--- src/tmc_pkg.sv ---
// Shared constants for the trace macrocell signal interface.
package tmc_pkg;
    localparam int ADDR_W = 32;
    localparam int PKT_W = 16;
    localparam int BUF_W = PKT_W + 1;
    localparam int BUF_DEPTH = 2;
    localparam int LVL_W = 2;
    localparam int THR_W = 3;
    localparam int BYTES_PER_WORD = 2;
    localparam logic [31:0] STEP_COMPRESSED = 32'h0000_0002;
    localparam logic [31:0] STEP_NORMAL = 32'h0000_0004;
    localparam logic [31:0] RST_ADDR = 32'h0000_0000;
    localparam logic [15:0] RST_PKT = 16'h0000;
    localparam logic [1:0] RST_MODE = 2'h0;
    localparam logic [2:0] RST_WIDTH = 3'h0;
    localparam logic [7:0] RST_BYTE = 8'h00;
    localparam logic [3:0] RST_TRIG = 4'h0;
    localparam logic [2:0] DATA_TAG = 3'h5;

    typedef enum logic [1:0]
    {
        SEQ_IDLE = 2'b00,
        SEQ_BR_HI = 2'b01,
        SEQ_CTX_LO = 2'b10,
        SEQ_CTX_HI = 2'b11
    } tmc_seq_t;
endpackage

--- src/tmc_pkt_buf.sv ---
// Two-entry packet buffer with valid and ready on both sides.
`timescale 1ns/1ps
module tmc_pkt_buf
(
    // Clock, reset and stall
    input wire logic clk_sys,
    input wire logic rst_n,
    input wire logic en,
    // Filling side
    input wire logic in_valid,
    output logic in_ready,
    input wire logic [tmc_pkg::BUF_W-1:0] in_data,
    // Draining side
    output logic out_valid,
    input wire logic out_ready,
    output logic [tmc_pkg::BUF_W-1:0] out_data,
    // Occupancy
    output logic [tmc_pkg::LVL_W-1:0] level
);
    logic [tmc_pkg::BUF_W-1:0] mem [tmc_pkg::BUF_DEPTH];
    logic wr_ptr;
    logic rd_ptr;
    logic next_wr_ptr;
    logic next_rd_ptr;
    logic [tmc_pkg::LVL_W-1:0] next_level;
    logic do_wr;
    logic do_rd;

    assign in_ready = (level != tmc_pkg::LVL_W'(tmc_pkg::BUF_DEPTH));
    assign out_valid = (level != '0);
    assign out_data = mem[rd_ptr];

    always_comb
    begin
        do_wr = en && in_valid && in_ready;
        do_rd = en && out_valid && out_ready;
        next_wr_ptr = do_wr ? ~wr_ptr : wr_ptr;
        next_rd_ptr = do_rd ? ~rd_ptr : rd_ptr;
        next_level = level + tmc_pkg::LVL_W'(do_wr) - tmc_pkg::LVL_W'(do_rd);
    end

    always_ff @(posedge clk_sys)
    begin
        if (!rst_n)
        begin
            wr_ptr <= 1'b0;
            rd_ptr <= 1'b0;
            level <= '0;
        end
        else
        begin
            wr_ptr <= next_wr_ptr;
            rd_ptr <= next_rd_ptr;
            level <= next_level;
        end
    end

    // Storage needs no reset; valid words are tracked by level.
    always_ff @(posedge clk_sys)
    begin
        if (do_wr)
        begin
            mem[wr_ptr] <= in_data;
        end
    end
endmodule // tmc_pkt_buf

--- src/tmc_decode_pipe.sv ---
// Pipelined copies of core bus signals for the memory-map-decode block.
`timescale 1ns/1ps
module tmc_decode_pipe
(
    // Clock, reset and stall
    input wire logic clk_sys,
    input wire logic rst_n,
    input wire logic en,
    // Core side
    input wire logic [31:0] core_address,
    input wire logic [1:0] access_size,
    input wire logic memory_request_n,
    input wire logic opcode_fetch_n,
    input wire logic access_direction,
    input wire logic compressed_isa_state,
    // Decode side
    output logic [31:0] decode_address_copy,
    output logic [1:0] decode_size_copy,
    output logic decode_request_copy,
    output logic decode_fetch_copy,
    output logic decode_direction_copy,
    output logic decode_isa_state_copy
);
    always_ff @(posedge clk_sys)
    begin
        if (!rst_n)
        begin
            decode_address_copy <= tmc_pkg::RST_ADDR;
            decode_size_copy <= tmc_pkg::RST_MODE;
            decode_request_copy <= 1'b1;
            decode_fetch_copy <= 1'b1;
            decode_direction_copy <= 1'b0;
            decode_isa_state_copy <= 1'b0;
        end
        else if (en)
        begin
            decode_address_copy <= core_address;
            decode_size_copy <= access_size;
            decode_request_copy <= memory_request_n;
            decode_fetch_copy <= opcode_fetch_n;
            decode_direction_copy <= access_direction;
            decode_isa_state_copy <= compressed_isa_state;
        end
    end
endmodule // tmc_decode_pipe

--- src/tmc_trace_if.sv ---
// Trace macrocell signal interface: core watcher, packet emitter and status outputs.
`timescale 1ns/1ps
module tmc_trace_if
(
    // Clock and resets
    input wire logic clk_sys,
    input wire logic rst_n,
    input wire logic clock_stall_enable,
    input wire logic macrocell_reset_n,
    input wire logic test_reset_n,
    // Core bus and pipeline status
    input wire logic [31:0] core_address,
    input wire logic memory_request_n,
    input wire logic opcode_fetch_n,
    input wire logic access_direction,
    input wire logic [1:0] access_size,
    input wire logic consecutive_access,
    input wire logic compressed_isa_state,
    input wire logic byte_order_select,
    input wire logic execute_stage_valid,
    input wire logic instruction_executed_n,
    input wire logic [31:0] context_identifier,
    input wire logic context_write_strobe,
    input wire logic watchpoint_match_zero,
    input wire logic watchpoint_match_one,
    input wire logic [7:0] system_option_straps,
    // Configuration from the debugger
    input wire logic trace_enable_ctrl,
    input wire logic half_rate_mode,
    input wire logic [1:0] port_mode_cfg,
    input wire logic [2:0] port_width_cfg,
    input wire logic fifo_warn_enable,
    input wire logic [2:0] fifo_threshold,
    input wire logic address_on_off_trace_control,
    input wire logic [31:0] trace_start_address,
    input wire logic [31:0] trace_stop_address,
    input wire logic [7:0] decode_control_cfg,
    input wire logic debug_request_enable,
    // Trace port
    input wire logic trace_port_ready,
    output logic trace_packet_valid,
    output logic [15:0] trace_packet_bus,
    output logic trace_branch_sync,
    output logic [1:0] trace_port_mode,
    output logic [2:0] trace_port_width,
    // Status
    output logic half_rate_indicator,
    output logic trace_enabled_status,
    output logic fifo_level_warning,
    output logic power_down_allowed,
    output logic [7:0] system_option_readback,
    output logic debug_request,
    output logic [3:0] external_trigger_out,
    // Memory-map-decode interface
    output logic [31:0] decode_address_copy,
    output logic [1:0] decode_size_copy,
    output logic decode_request_copy,
    output logic decode_fetch_copy,
    output logic decode_direction_copy,
    output logic decode_isa_state_copy,
    output logic [7:0] decode_control_bus,
    input wire logic [15:0] decode_result_inputs
);
    // ----------------------------------------
    // Reset pin synchronisers
    // ----------------------------------------
    logic mrst_s1;
    logic mrst_s2;
    logic trst_s1;
    logic trst_s2;
    logic hold;
    logic en;

    always_ff @(posedge clk_sys)
    begin
        if (!rst_n)
        begin
            mrst_s1 <= 1'b0;
            mrst_s2 <= 1'b0;
            trst_s1 <= 1'b0;
            trst_s2 <= 1'b0;
        end
        else
        begin
            mrst_s1 <= macrocell_reset_n;
            mrst_s2 <= mrst_s1;
            trst_s1 <= test_reset_n;
            trst_s2 <= trst_s1;
        end
    end

    assign hold = !mrst_s2;
    assign en = clock_stall_enable;

    // ----------------------------------------
    // Packet sequencer and core tracking
    // ----------------------------------------
    tmc_pkg::tmc_seq_t seq_state;
    tmc_pkg::tmc_seq_t next_seq_state;
    logic [31:0] last_pc;
    logic [31:0] next_last_pc;
    logic trace_on;
    logic next_trace_on;
    logic pend_br;
    logic next_pend_br;
    logic [31:0] br_addr;
    logic [31:0] next_br_addr;
    logic pend_ctx;
    logic next_pend_ctx;
    logic [31:0] ctx_word;
    logic [31:0] next_ctx_word;
    logic pend_data;
    logic next_pend_data;
    logic [15:0] data_word;
    logic [15:0] next_data_word;
    logic req_q;
    logic dir_q;
    logic [1:0] size_q;
    logic seq_q;
    logic fetch_q;
    logic executed;
    logic [31:0] step;
    logic branch;
    logic push;
    logic [tmc_pkg::BUF_W-1:0] push_word;
    logic buf_ready;
    logic buf_valid;
    logic [tmc_pkg::BUF_W-1:0] buf_data;
    logic [tmc_pkg::LVL_W-1:0] buf_level;
    logic [31:0] ctx_ordered;

    assign executed = execute_stage_valid && !instruction_executed_n;
    assign step = compressed_isa_state ? tmc_pkg::STEP_COMPRESSED : tmc_pkg::STEP_NORMAL;
    assign branch = executed && (core_address != last_pc + step);
    // byte order sets context byte lanes
    assign ctx_ordered = byte_order_select ? {context_identifier[7:0], context_identifier[15:8],
        context_identifier[23:16], context_identifier[31:24]} : context_identifier;

    always_comb
    begin
        next_seq_state = seq_state;
        next_last_pc = executed ? core_address : last_pc;
        next_trace_on = trace_on;
        next_pend_br = pend_br;
        next_br_addr = br_addr;
        next_pend_ctx = pend_ctx;
        next_ctx_word = ctx_word;
        next_pend_data = pend_data;
        next_data_word = data_word;
        push = 1'b0;
        push_word = '0;
        // start and stop addresses gate tracing
        if (!address_on_off_trace_control)
        begin
            next_trace_on = trace_enabled_status;
        end
        else if (!trace_enabled_status || (executed && core_address == trace_stop_address))
        begin
            next_trace_on = 1'b0;
        end
        else if (executed && core_address == trace_start_address)
        begin
            next_trace_on = 1'b1;
        end
        unique case (seq_state)
            tmc_pkg::SEQ_IDLE:
            begin
                if (pend_br)
                begin
                    push = 1'b1;
                    push_word = {1'b1, br_addr[15:1], compressed_isa_state};
                    if (buf_ready)
                    begin
                        next_pend_br = 1'b0;
                        next_seq_state = tmc_pkg::SEQ_BR_HI;
                    end
                end
                else if (pend_data)
                begin
                    push = 1'b1;
                    push_word = {1'b0, data_word};
                    if (buf_ready)
                    begin
                        next_pend_data = 1'b0;
                    end
                end
                else if (pend_ctx && buf_ready)
                begin
                    next_seq_state = tmc_pkg::SEQ_CTX_LO;
                end
            end
            tmc_pkg::SEQ_BR_HI:
            begin
                push = 1'b1;
                push_word = {1'b0, br_addr[31:16]};
                if (buf_ready)
                begin
                    next_seq_state = tmc_pkg::SEQ_IDLE;
                end
            end
            tmc_pkg::SEQ_CTX_LO:
            begin
                push = 1'b1;
                push_word = {1'b0, ctx_word[15:0]};
                if (buf_ready)
                begin
                    next_seq_state = tmc_pkg::SEQ_CTX_HI;
                end
            end
            tmc_pkg::SEQ_CTX_HI:
            begin
                push = 1'b1;
                push_word = {1'b0, ctx_word[31:16]};
                if (buf_ready)
                begin
                    next_pend_ctx = 1'b0;
                    next_seq_state = tmc_pkg::SEQ_IDLE;
                end
            end
        endcase
        // A new branch replaces a pending one; the newest target is what matters.
        if (trace_on && branch && seq_state != tmc_pkg::SEQ_BR_HI)
        begin
            next_pend_br = 1'b1;
            next_br_addr = core_address;
        end
        // access announced last cycle happens now
        // direction and size ride in the data word
        // consecutive accesses give no data word
        if (trace_on && req_q && fetch_q && !seq_q)
        begin
            next_pend_data = 1'b1;
            next_data_word = {tmc_pkg::DATA_TAG, dir_q, size_q, core_address[9:0]};
        end
        if (context_write_strobe)
        begin
            next_pend_ctx = 1'b1;
            next_ctx_word = ctx_ordered;
        end
    end

    always_ff @(posedge clk_sys)
    begin
        if (!rst_n || hold)
        begin
            seq_state <= tmc_pkg::SEQ_IDLE;
            last_pc <= tmc_pkg::RST_ADDR;
            trace_on <= 1'b0;
            pend_br <= 1'b0;
            br_addr <= tmc_pkg::RST_ADDR;
            pend_ctx <= 1'b0;
            ctx_word <= tmc_pkg::RST_ADDR;
            pend_data <= 1'b0;
            data_word <= tmc_pkg::RST_PKT;
            req_q <= 1'b0;
            dir_q <= 1'b0;
            size_q <= tmc_pkg::RST_MODE;
            seq_q <= 1'b0;
            fetch_q <= 1'b1;
        end
        else if (en)
        begin
            seq_state <= next_seq_state;
            last_pc <= next_last_pc;
            trace_on <= next_trace_on;
            pend_br <= next_pend_br;
            br_addr <= next_br_addr;
            pend_ctx <= next_pend_ctx;
            ctx_word <= next_ctx_word;
            pend_data <= next_pend_data;
            data_word <= next_data_word;
            req_q <= !memory_request_n;
            dir_q <= access_direction;
            size_q <= access_size;
            seq_q <= consecutive_access;
            fetch_q <= opcode_fetch_n;
        end
    end

    // ----------------------------------------
    // Packet buffer and trace port
    // ----------------------------------------
    // The buffer lets a receiver stall without losing a word; the sequencer waits on it.
    tmc_pkt_buf u_buf
    (
        .clk_sys(clk_sys),
        .rst_n(rst_n && !hold),
        .en(en),
        .in_valid(push),
        .in_ready(buf_ready),
        .in_data(push_word),
        .out_valid(buf_valid),
        .out_ready(trace_port_ready),
        .out_data(buf_data),
        .level(buf_level)
    );

    // ----------------------------------------
    // Registered outputs
    // ----------------------------------------
    logic fifo_low;

    assign fifo_low = ({1'b0, buf_level} * 3'(tmc_pkg::BYTES_PER_WORD)) < fifo_threshold;

    always_ff @(posedge clk_sys)
    begin
        if (!rst_n || hold)
        begin
            trace_packet_valid <= 1'b0;
            trace_packet_bus <= tmc_pkg::RST_PKT;
            trace_branch_sync <= 1'b0;
            trace_port_mode <= tmc_pkg::RST_MODE;
            trace_port_width <= tmc_pkg::RST_WIDTH;
            half_rate_indicator <= 1'b0;
            trace_enabled_status <= 1'b0;
            fifo_level_warning <= 1'b0;
            power_down_allowed <= 1'b0;
            system_option_readback <= tmc_pkg::RST_BYTE;
            debug_request <= 1'b0;
            external_trigger_out <= tmc_pkg::RST_TRIG;
            decode_control_bus <= tmc_pkg::RST_BYTE;
        end
        else if (en)
        begin
            trace_packet_valid <= buf_valid && trace_port_ready;
            trace_packet_bus <= buf_data[15:0];
            trace_branch_sync <= buf_valid && trace_port_ready && buf_data[16];
            trace_port_mode <= port_mode_cfg;
            trace_port_width <= port_width_cfg;
            half_rate_indicator <= half_rate_mode;
            // enable follows debugger and test reset
            trace_enabled_status <= trace_enable_ctrl && trst_s2;
            fifo_level_warning <= fifo_warn_enable && fifo_low;
            // idle only with tracing off, buffer empty and sequencer in SEQ_IDLE
            power_down_allowed <= !trace_enabled_status && !buf_valid && seq_state == tmc_pkg::SEQ_IDLE;
            system_option_readback <= system_option_straps;
            debug_request <= debug_request_enable && watchpoint_match_one;
            external_trigger_out <= {|decode_result_inputs[15:8], |decode_result_inputs[7:0],
                watchpoint_match_one, watchpoint_match_zero};
            decode_control_bus <= decode_control_cfg;
        end
    end

    tmc_decode_pipe u_pipe
    (
        .clk_sys(clk_sys),
        .rst_n(rst_n),
        .en(en),
        .core_address(core_address),
        .access_size(access_size),
        .memory_request_n(memory_request_n),
        .opcode_fetch_n(opcode_fetch_n),
        .access_direction(access_direction),
        .compressed_isa_state(compressed_isa_state),
        .decode_address_copy(decode_address_copy),
        .decode_size_copy(decode_size_copy),
        .decode_request_copy(decode_request_copy),
        .decode_fetch_copy(decode_fetch_copy),
        .decode_direction_copy(decode_direction_copy),
        .decode_isa_state_copy(decode_isa_state_copy)
    );
endmodule // tmc_trace_if

--- config.mk ---
export PLATFORM = sky130hd
export DESIGN_NAME = tmc_trace_if
export DESIGN_NICKNAME = d
export VERILOG_FILES = /design/src/tmc_pkg.sv /design/src/tmc_pkt_buf.sv /design/src/tmc_decode_pipe.sv /design/src/tmc_trace_if.sv
export SDC_FILE = /design/constraint.sdc
export NUM_CORES = 1
export LEC_CHECK = 0
export BUFFER_PORTS_ARGS = -buffer_cell sky130_fd_sc_hd__buf_2
export CORE_MARGIN = 2
export CORE_UTILIZATION = 56
export CTS_BUF_LIST = sky130_fd_sc_hd__clkbuf_4 sky130_fd_sc_hd__clkbuf_8
export DETAILED_ROUTE_END_ITERATION = 6
export PLACE_DENSITY = 0.83
export RECOVER_POWER = 25
export SLEW_MARGIN = 30
export SYNTH_ARGS = -nofsm -noshare
export SYNTH_HDL_FRONTEND = slang
export SYNTH_SLANG_ARGS = --single-unit
--- constraint.sdc ---
create_clock -name clk_sys -period 4.7 [get_ports clk_sys]
set_input_delay 0.94 -clock clk_sys [delete_from_list [all_inputs] [get_ports clk_sys]]
set_output_delay 0.94 -clock clk_sys [all_outputs]
set_load 0.01 [all_outputs]
[Yosys cells after proc, flatten, opt, wreduce, memory -nomap -nowiden]
Memories as Yosys holds them, arrays and structs flattened. A register that Yosys moved wholly into a read port is not among the register bits.
Index checks and enable logic that the tools add are counted.
Cells by class
  add/subtract/negate cells: 3
  $lt $le $gt $ge: 1
  eq/ne operators: 15
  mux-type cells: 33
  bitwise gates (word level): 2
  reductions and logical operators: 50
Operators with widths (number)
  one-hot mux 17 bit (4 select lines): 1
  == test 32 bit: 2
  adder 32 x 3 -> 32 bit: 1
  two-way mux 32 bit: 1
  != test 32 bit: 1
  logical AND 1 bit: 22
  two-way mux 1 bit: 20
  two-way mux 17 bit: 1
  two-way mux 16 bit: 1
  OR reduction 8 bit: 2
  two-way mux 2 bit: 6
  AND reduction 2 bit: 6
  nonzero test 2 bit: 5
  != test 3 bit (second input constant): 3
  logical NOT 1 bit: 7
  != test 2 x 1 -> 1 bit (second input constant): 3
  one-hot mux 2 bit (3 select lines): 1
  AND reduction 3 bit: 2
  AND reduction 6 bit: 1
  == test 2 bit (second input constant): 2
  != test 2 bit (second input constant): 2
  less-than comparator 3 bit: 1
  two-way mux 3 bit: 1
  != test 3 x 1 -> 1 bit (second input constant): 1
  other kinds (9): 11
Storage, ports and cells
  flip-flop bits (word level): 216
  memory bits (writable): 34
  word-level logic and storage cells: 145
  memories: 1
Memory list
  u_buf.mem: depth 2, bits a word 17, read ports 1, clocked after memory_dff 1, write ports 1, line tmc_pkt_buf.sv:20  | logic [tmc_pkg::BUF_W-1:0] mem [tmc_pkg::BUF_DEPTH];

[Logic depth before layout (Yosys ltp)]
  word-level depth: 8
  mapped depth: 13
  depth with buffers taken out: 11

[Modules after synthesis]
Synthesis repeated with hierarchy kept, for this count alone.
Second synthesis, totals
  cell total of the unflattened synthesis: 1338
  area, all modules: 12639.6 µm²
By module, submodules not included
  tmc_trace_if: instances 1, cells each 1138, area each 9669.3 µm²
  tmc_pkt_buf: instances 1, cells each 78, area each 1521.5 µm²
  tmc_decode_pipe: instances 1, cells each 122, area each 1448.9 µm²

[Worst setup path after synthesis]
No wires, ideal clock.
  kind: input port to flip-flop
  start: input compressed_isa_state
  end: register br_addr[18]
  data arrival time: 3611 ps
  data required time: 4630 ps
  path slack: 1019 ps
  stages on the path: 13
  path through: ha_1 -> inv_1 -> fa_1 -> and4b_1 -> clkbuf_1 -> nand3_1 -> nor4b_1 -> nand3_1 -> a2111oi_4 -> and4_4 -> buf_6 -> o21ai_0 -> a21oi_1
Between the ends
  longest elaborated chain between the ends: 7
Ends and longest elaborated chain
  start: declaration: line tmc_trace_if.sv:18  | input wire logic compressed_isa_state,
  two-way mux 3 bit: line tmc_trace_if.sv:133  | assign step = compressed_isa_state ? tmc_pkg::STEP_COMPRESSED : tmc_pkg::STEP_NORMAL;
  adder 32 x 3 -> 32 bit: line tmc_trace_if.sv:134  | assign branch = executed && (core_address != last_pc + step);
  != test 32 bit: line tmc_trace_if.sv:134
  logical AND 1 bit: line tmc_trace_if.sv:134
  logical AND 1 bit (2 in series): line tmc_trace_if.sv:222  | if (trace_on && branch && seq_state != tmc_pkg::SEQ_BR_HI)
  AND reduction 2 bit (no line)
  end signal: assignment: line tmc_trace_if.sv:250  | br_addr <= tmc_pkg::RST_ADDR;
  end signal: assignment: line tmc_trace_if.sv:267  | br_addr <= next_br_addr;
  end: declaration: line tmc_trace_if.sv:106  | logic [31:0] br_addr;
No other way between the ends.
A chain may end at the register's enable or synchronous reset.

[Final worst setup path]
  start: input clock_stall_enable
  end: register last_pc[11]
Between the ends
  longest elaborated chain between the ends: 1
Ends and longest elaborated chain
  start: declaration: line tmc_trace_if.sv:8  | input wire logic clock_stall_enable,
  AND reduction 2 bit (no line)
  end signal: assignment: line tmc_trace_if.sv:247  | last_pc <= tmc_pkg::RST_ADDR;
  end signal: assignment: line tmc_trace_if.sv:264  | last_pc <= next_last_pc;
  end: declaration: line tmc_trace_if.sv:100  | logic [31:0] last_pc;
No other way between the ends.

==> flow_metrics.tcl <==
set metrics [dict create \
    status "complete, but fails checks" \
    violations "capacitance limit, slew limit" \
    io_pins 278 \
    ir_worst_vdd_uv 235 \
    crit_type "input pin to register" \
    die_area_mm2 0.0224 \
    fin_tns_setup_ns 0 \
    hold_slack_ns 0.446 \
    crit_required_ns 5.10 \
    min_period_ns 3.84 \
    grt_max_degree 71 \
    endpoint_kind "register" \
    syn_area_mm2 0.0119 \
    synth_edf_count 34 \
    synth_nets 1492 \
    critPathMaxFanout 34 \
    nets 1701 \
    instances_no_fill 1807 \
    drtAntennaViolNets 0 \
    numCtsBuffers 42 \
    post_drt_wl_per_cell_um 18.5 \
    cts_setup_buffers 0 \
    grt_pass1_vias 9803 \
    viasPerCell 5.72 \
    p_leak_nw 5.72 \
    layout.filler_cells 1693 \
    power_mw 4.52 \
    clk_pin_slew_ns 0.06 \
    syn_to_final_growth_pct 18.1 \
    hold_viol_final 0 \
    cts_hold_buf 0 \
    grt.overflow.total 0 \
    crit_arrival_ns 4.23 \
    tightest_slew_ns 2.33 \
    relSlewSlack -0.552 \
    place_area_mm2 0.0133 \
    fp.coreArea_mm2 0.0210 \
    ys_seq_area_frac 0.449 \
    ctsResizeCount 0 \
    hp-class "register to register" \
    place_ws_ns 0.468 \
    fp.dieH_um 150 \
    seqCellArea_mm2 0.00535 \
    root_buffer "clkbuf_8" \
    async_flop_share 0 \
    clk_latency_ns 0.55 \
    synth_top_flop_cell "dfxtp_1" \
    vias 10331 \
    finalSetupViolations 0 \
    skew_ns 0.0337 \
    avgSynthCellArea_um2 9.21 \
    first_pass_iters 5 \
    drt-initial-drc-count 726 \
    ys.warnings.count 0 \
    drc 0 \
    max_stage_delay_ns 1.69 \
    grtUsageTotal 0.293 \
    start_kind "input pin" \
    synthCells 1293 \
    max_freq_mhz 261 \
    drv_cap 4 \
    final_area_mm2 0.0141 \
    cpLargestDelayFamily "buffers and inverters" \
    diodes 0 \
    final_util 0.671 \
    die_w_um 150 \
    power.density_mw_per_mm2 321 \
    cts_tree "yes" \
    drive_above_1_share 0.241 \
    layout_setup_ws_ns 0.865 \
    path_cells "clkbuf_1 -> clkbuf_1 -> nand2_2 -> nand2_1 -> a21oi_1" \
    crit_top_cell "clkbuf_1" \
    rows 53 \
    multiInputGateArea_mm2 0.00601 \
    grt_setup_unrepaired "no" \
    gp_congestion 0.972 \
    io_buffers 277 \
    synth_cell_types 61 \
    wl_mm 33.5 \
    initial_core_util 0.568 \
    period_share 0.816 \
    antenna_found_initial 1 \
    clk_path_buf_depth 3 \
    crit_buf_inv 2 \
    hpwlAfterDp_mm 23.6 \
    grt_first_pass_wirelength_mm 51.3 \
    ys_ff_latch 250 \
    slew_violations 180 \
    htreeDepth 2 \
    slowest_stage "clkbuf_1" \
    clock_sinks 250 \
    dp_cells 1733 \
]
==> state kept, by name, summed over array words and instances (netlist names), 2 cells and up, named ones only <==
signal and cells:
u_buf.mem 34, decode_control_bus 8, trace_packet_bus 16, u_buf.level 2, trace_port_mode 2, size_q 2, u_pipe.decode_size_copy 2, br_addr 31
external_trigger_out 4, last_pc 32, system_option_readback 8, seq_state 2, trace_port_width 3, u_pipe.decode_address_copy 32, data_word 14, ctx_word 32
==> metal layers <==
layer | vias to the layer above | global-route usage | part of all wire | wire length (µm)
li1 | 4984 | - | - | -
met5 | - | 0 | 0 | 0
met1 | 4819 | 0.364 | 0.40 | 13400
met2 | 435 | 0.499 | 0.48 | 16100
met4 | 0 | 0.131 | 0.043 | 1440
met3 | 93 | 0.0491 | 0.076 | 2540
==> cell usage in the layout, fill, tap and decap left out, types with 9 or more instances in the layout <==
| cell | instances |
|---|---|
| a211oi_1 | 52 |
| a21oi_1 | 108 |
| a221o_1 | 12 |
| and4_1 | 9 |
| buf_2 | 275 |
| clkbuf_4 | 10 |
| clkbuf_8 | 46 |
| dfxtp_1 | 215 |
| edfxtp_1 | 34 |
| inv_1 | 16 |
| mux2i_1 | 136 |
| nand2_1 | 96 |
| nand3_1 | 46 |
| nand4_1 | 26 |
| nor2_1 | 111 |
| nor2b_1 | 38 |
| nor4_1 | 14 |
| o21ai_0 | 23 |
| o21ai_1 | 20 |
| xnor2_1 | 74 |
| xor2_1 | 33 |
==> synthesized netlist by cell type (all sizes together), types with 2 or more instances <==
cell type | instances | share of area
mux2i | 136 | 0.11
nand3 | 47 | 0.020
nor2b | 38 | 0.020
o41ai | 2 | 0.0015
nor4b | 5 | 0.0037
o211ai | 2 | 0.0013
o31a | 2 | 0.0015
nor3 | 8 | 0.0034
a21boi | 3 | 0.0019
a222oi | 3 | 0.0025
buf | 24 | 0.010
or3 | 4 | 0.0021
xnor2 | 74 | 0.054
a221o | 12 | 0.010
dfxtp | 216 | 0.36
a2111oi | 2 | 0.0030
nand4b | 2 | 0.0015
or4 | 2 | 0.0013
clkbuf | 101 | 0.032
nand3b | 3 | 0.0019
a21oi | 108 | 0.045
xor2 | 33 | 0.024
ha | 6 | 0.0063
o31ai | 2 | 0.0013
nand2b | 8 | 0.0042
nand2 | 97 | 0.031
a21o | 6 | 0.0038
and2 | 13 | 0.0068
a31oi | 5 | 0.0026
or2 | 2 | 0.0011
and3 | 3 | 0.0016
inv | 16 | 0.0050
and4 | 10 | 0.0076
o21ai | 43 | 0.018
nor2 | 111 | 0.035
mux2 | 3 | 0.0028
a211oi | 52 | 0.033
mux4 | 2 | 0.0038
nand4 | 27 | 0.015
edfxtp | 34 | 0.086
nor4 | 14 | 0.0074
==> final timing paths <==
check	from	to	slack, ns	depth (start not counted)
worst max-delay path	clock_stall_enable	last_pc[11]	0.86	5
worst min-delay path	mrst_s1	mrst_s2	0.45	1
worst max register to register	last_pc[1]	br_addr[20]	1.18	11
worst min register to register	mrst_s1	mrst_s2	0.45	1
==> cells by family after synthesis <==
group / count (synthesis) / share of synthesized area
mux: 141 / 0.121
simple gates: 399 / 0.166
xor+xnor: 107 / 0.0787
fa+ha+maj: 7 / 0.00798
flops: 250 / 0.449
compound gates: 248 / 0.130
buf+inv: 141 / 0.0475
==> layout make-up <==
type                            instances  area share
Multi-Input combinational cell        902       0.427
Clock inverter                         18     0.00747
Tap cell                              275      0.0245
Sequential cell                       250       0.380
Clock buffer                           56      0.0503
Timing Repair Buffer                  290       0.106
Inverter                               16     0.00427
==> report_power, final <==
group | leakage [nW] | switching (mW) | internal, mW
Clock | 0.415 | 0.879 | 0.988
Sequential | 2.14 | 0.0155 | 2.19
Combinational | 3.16 | 0.250 | 0.194
Power figures use the tool's default switching activity.
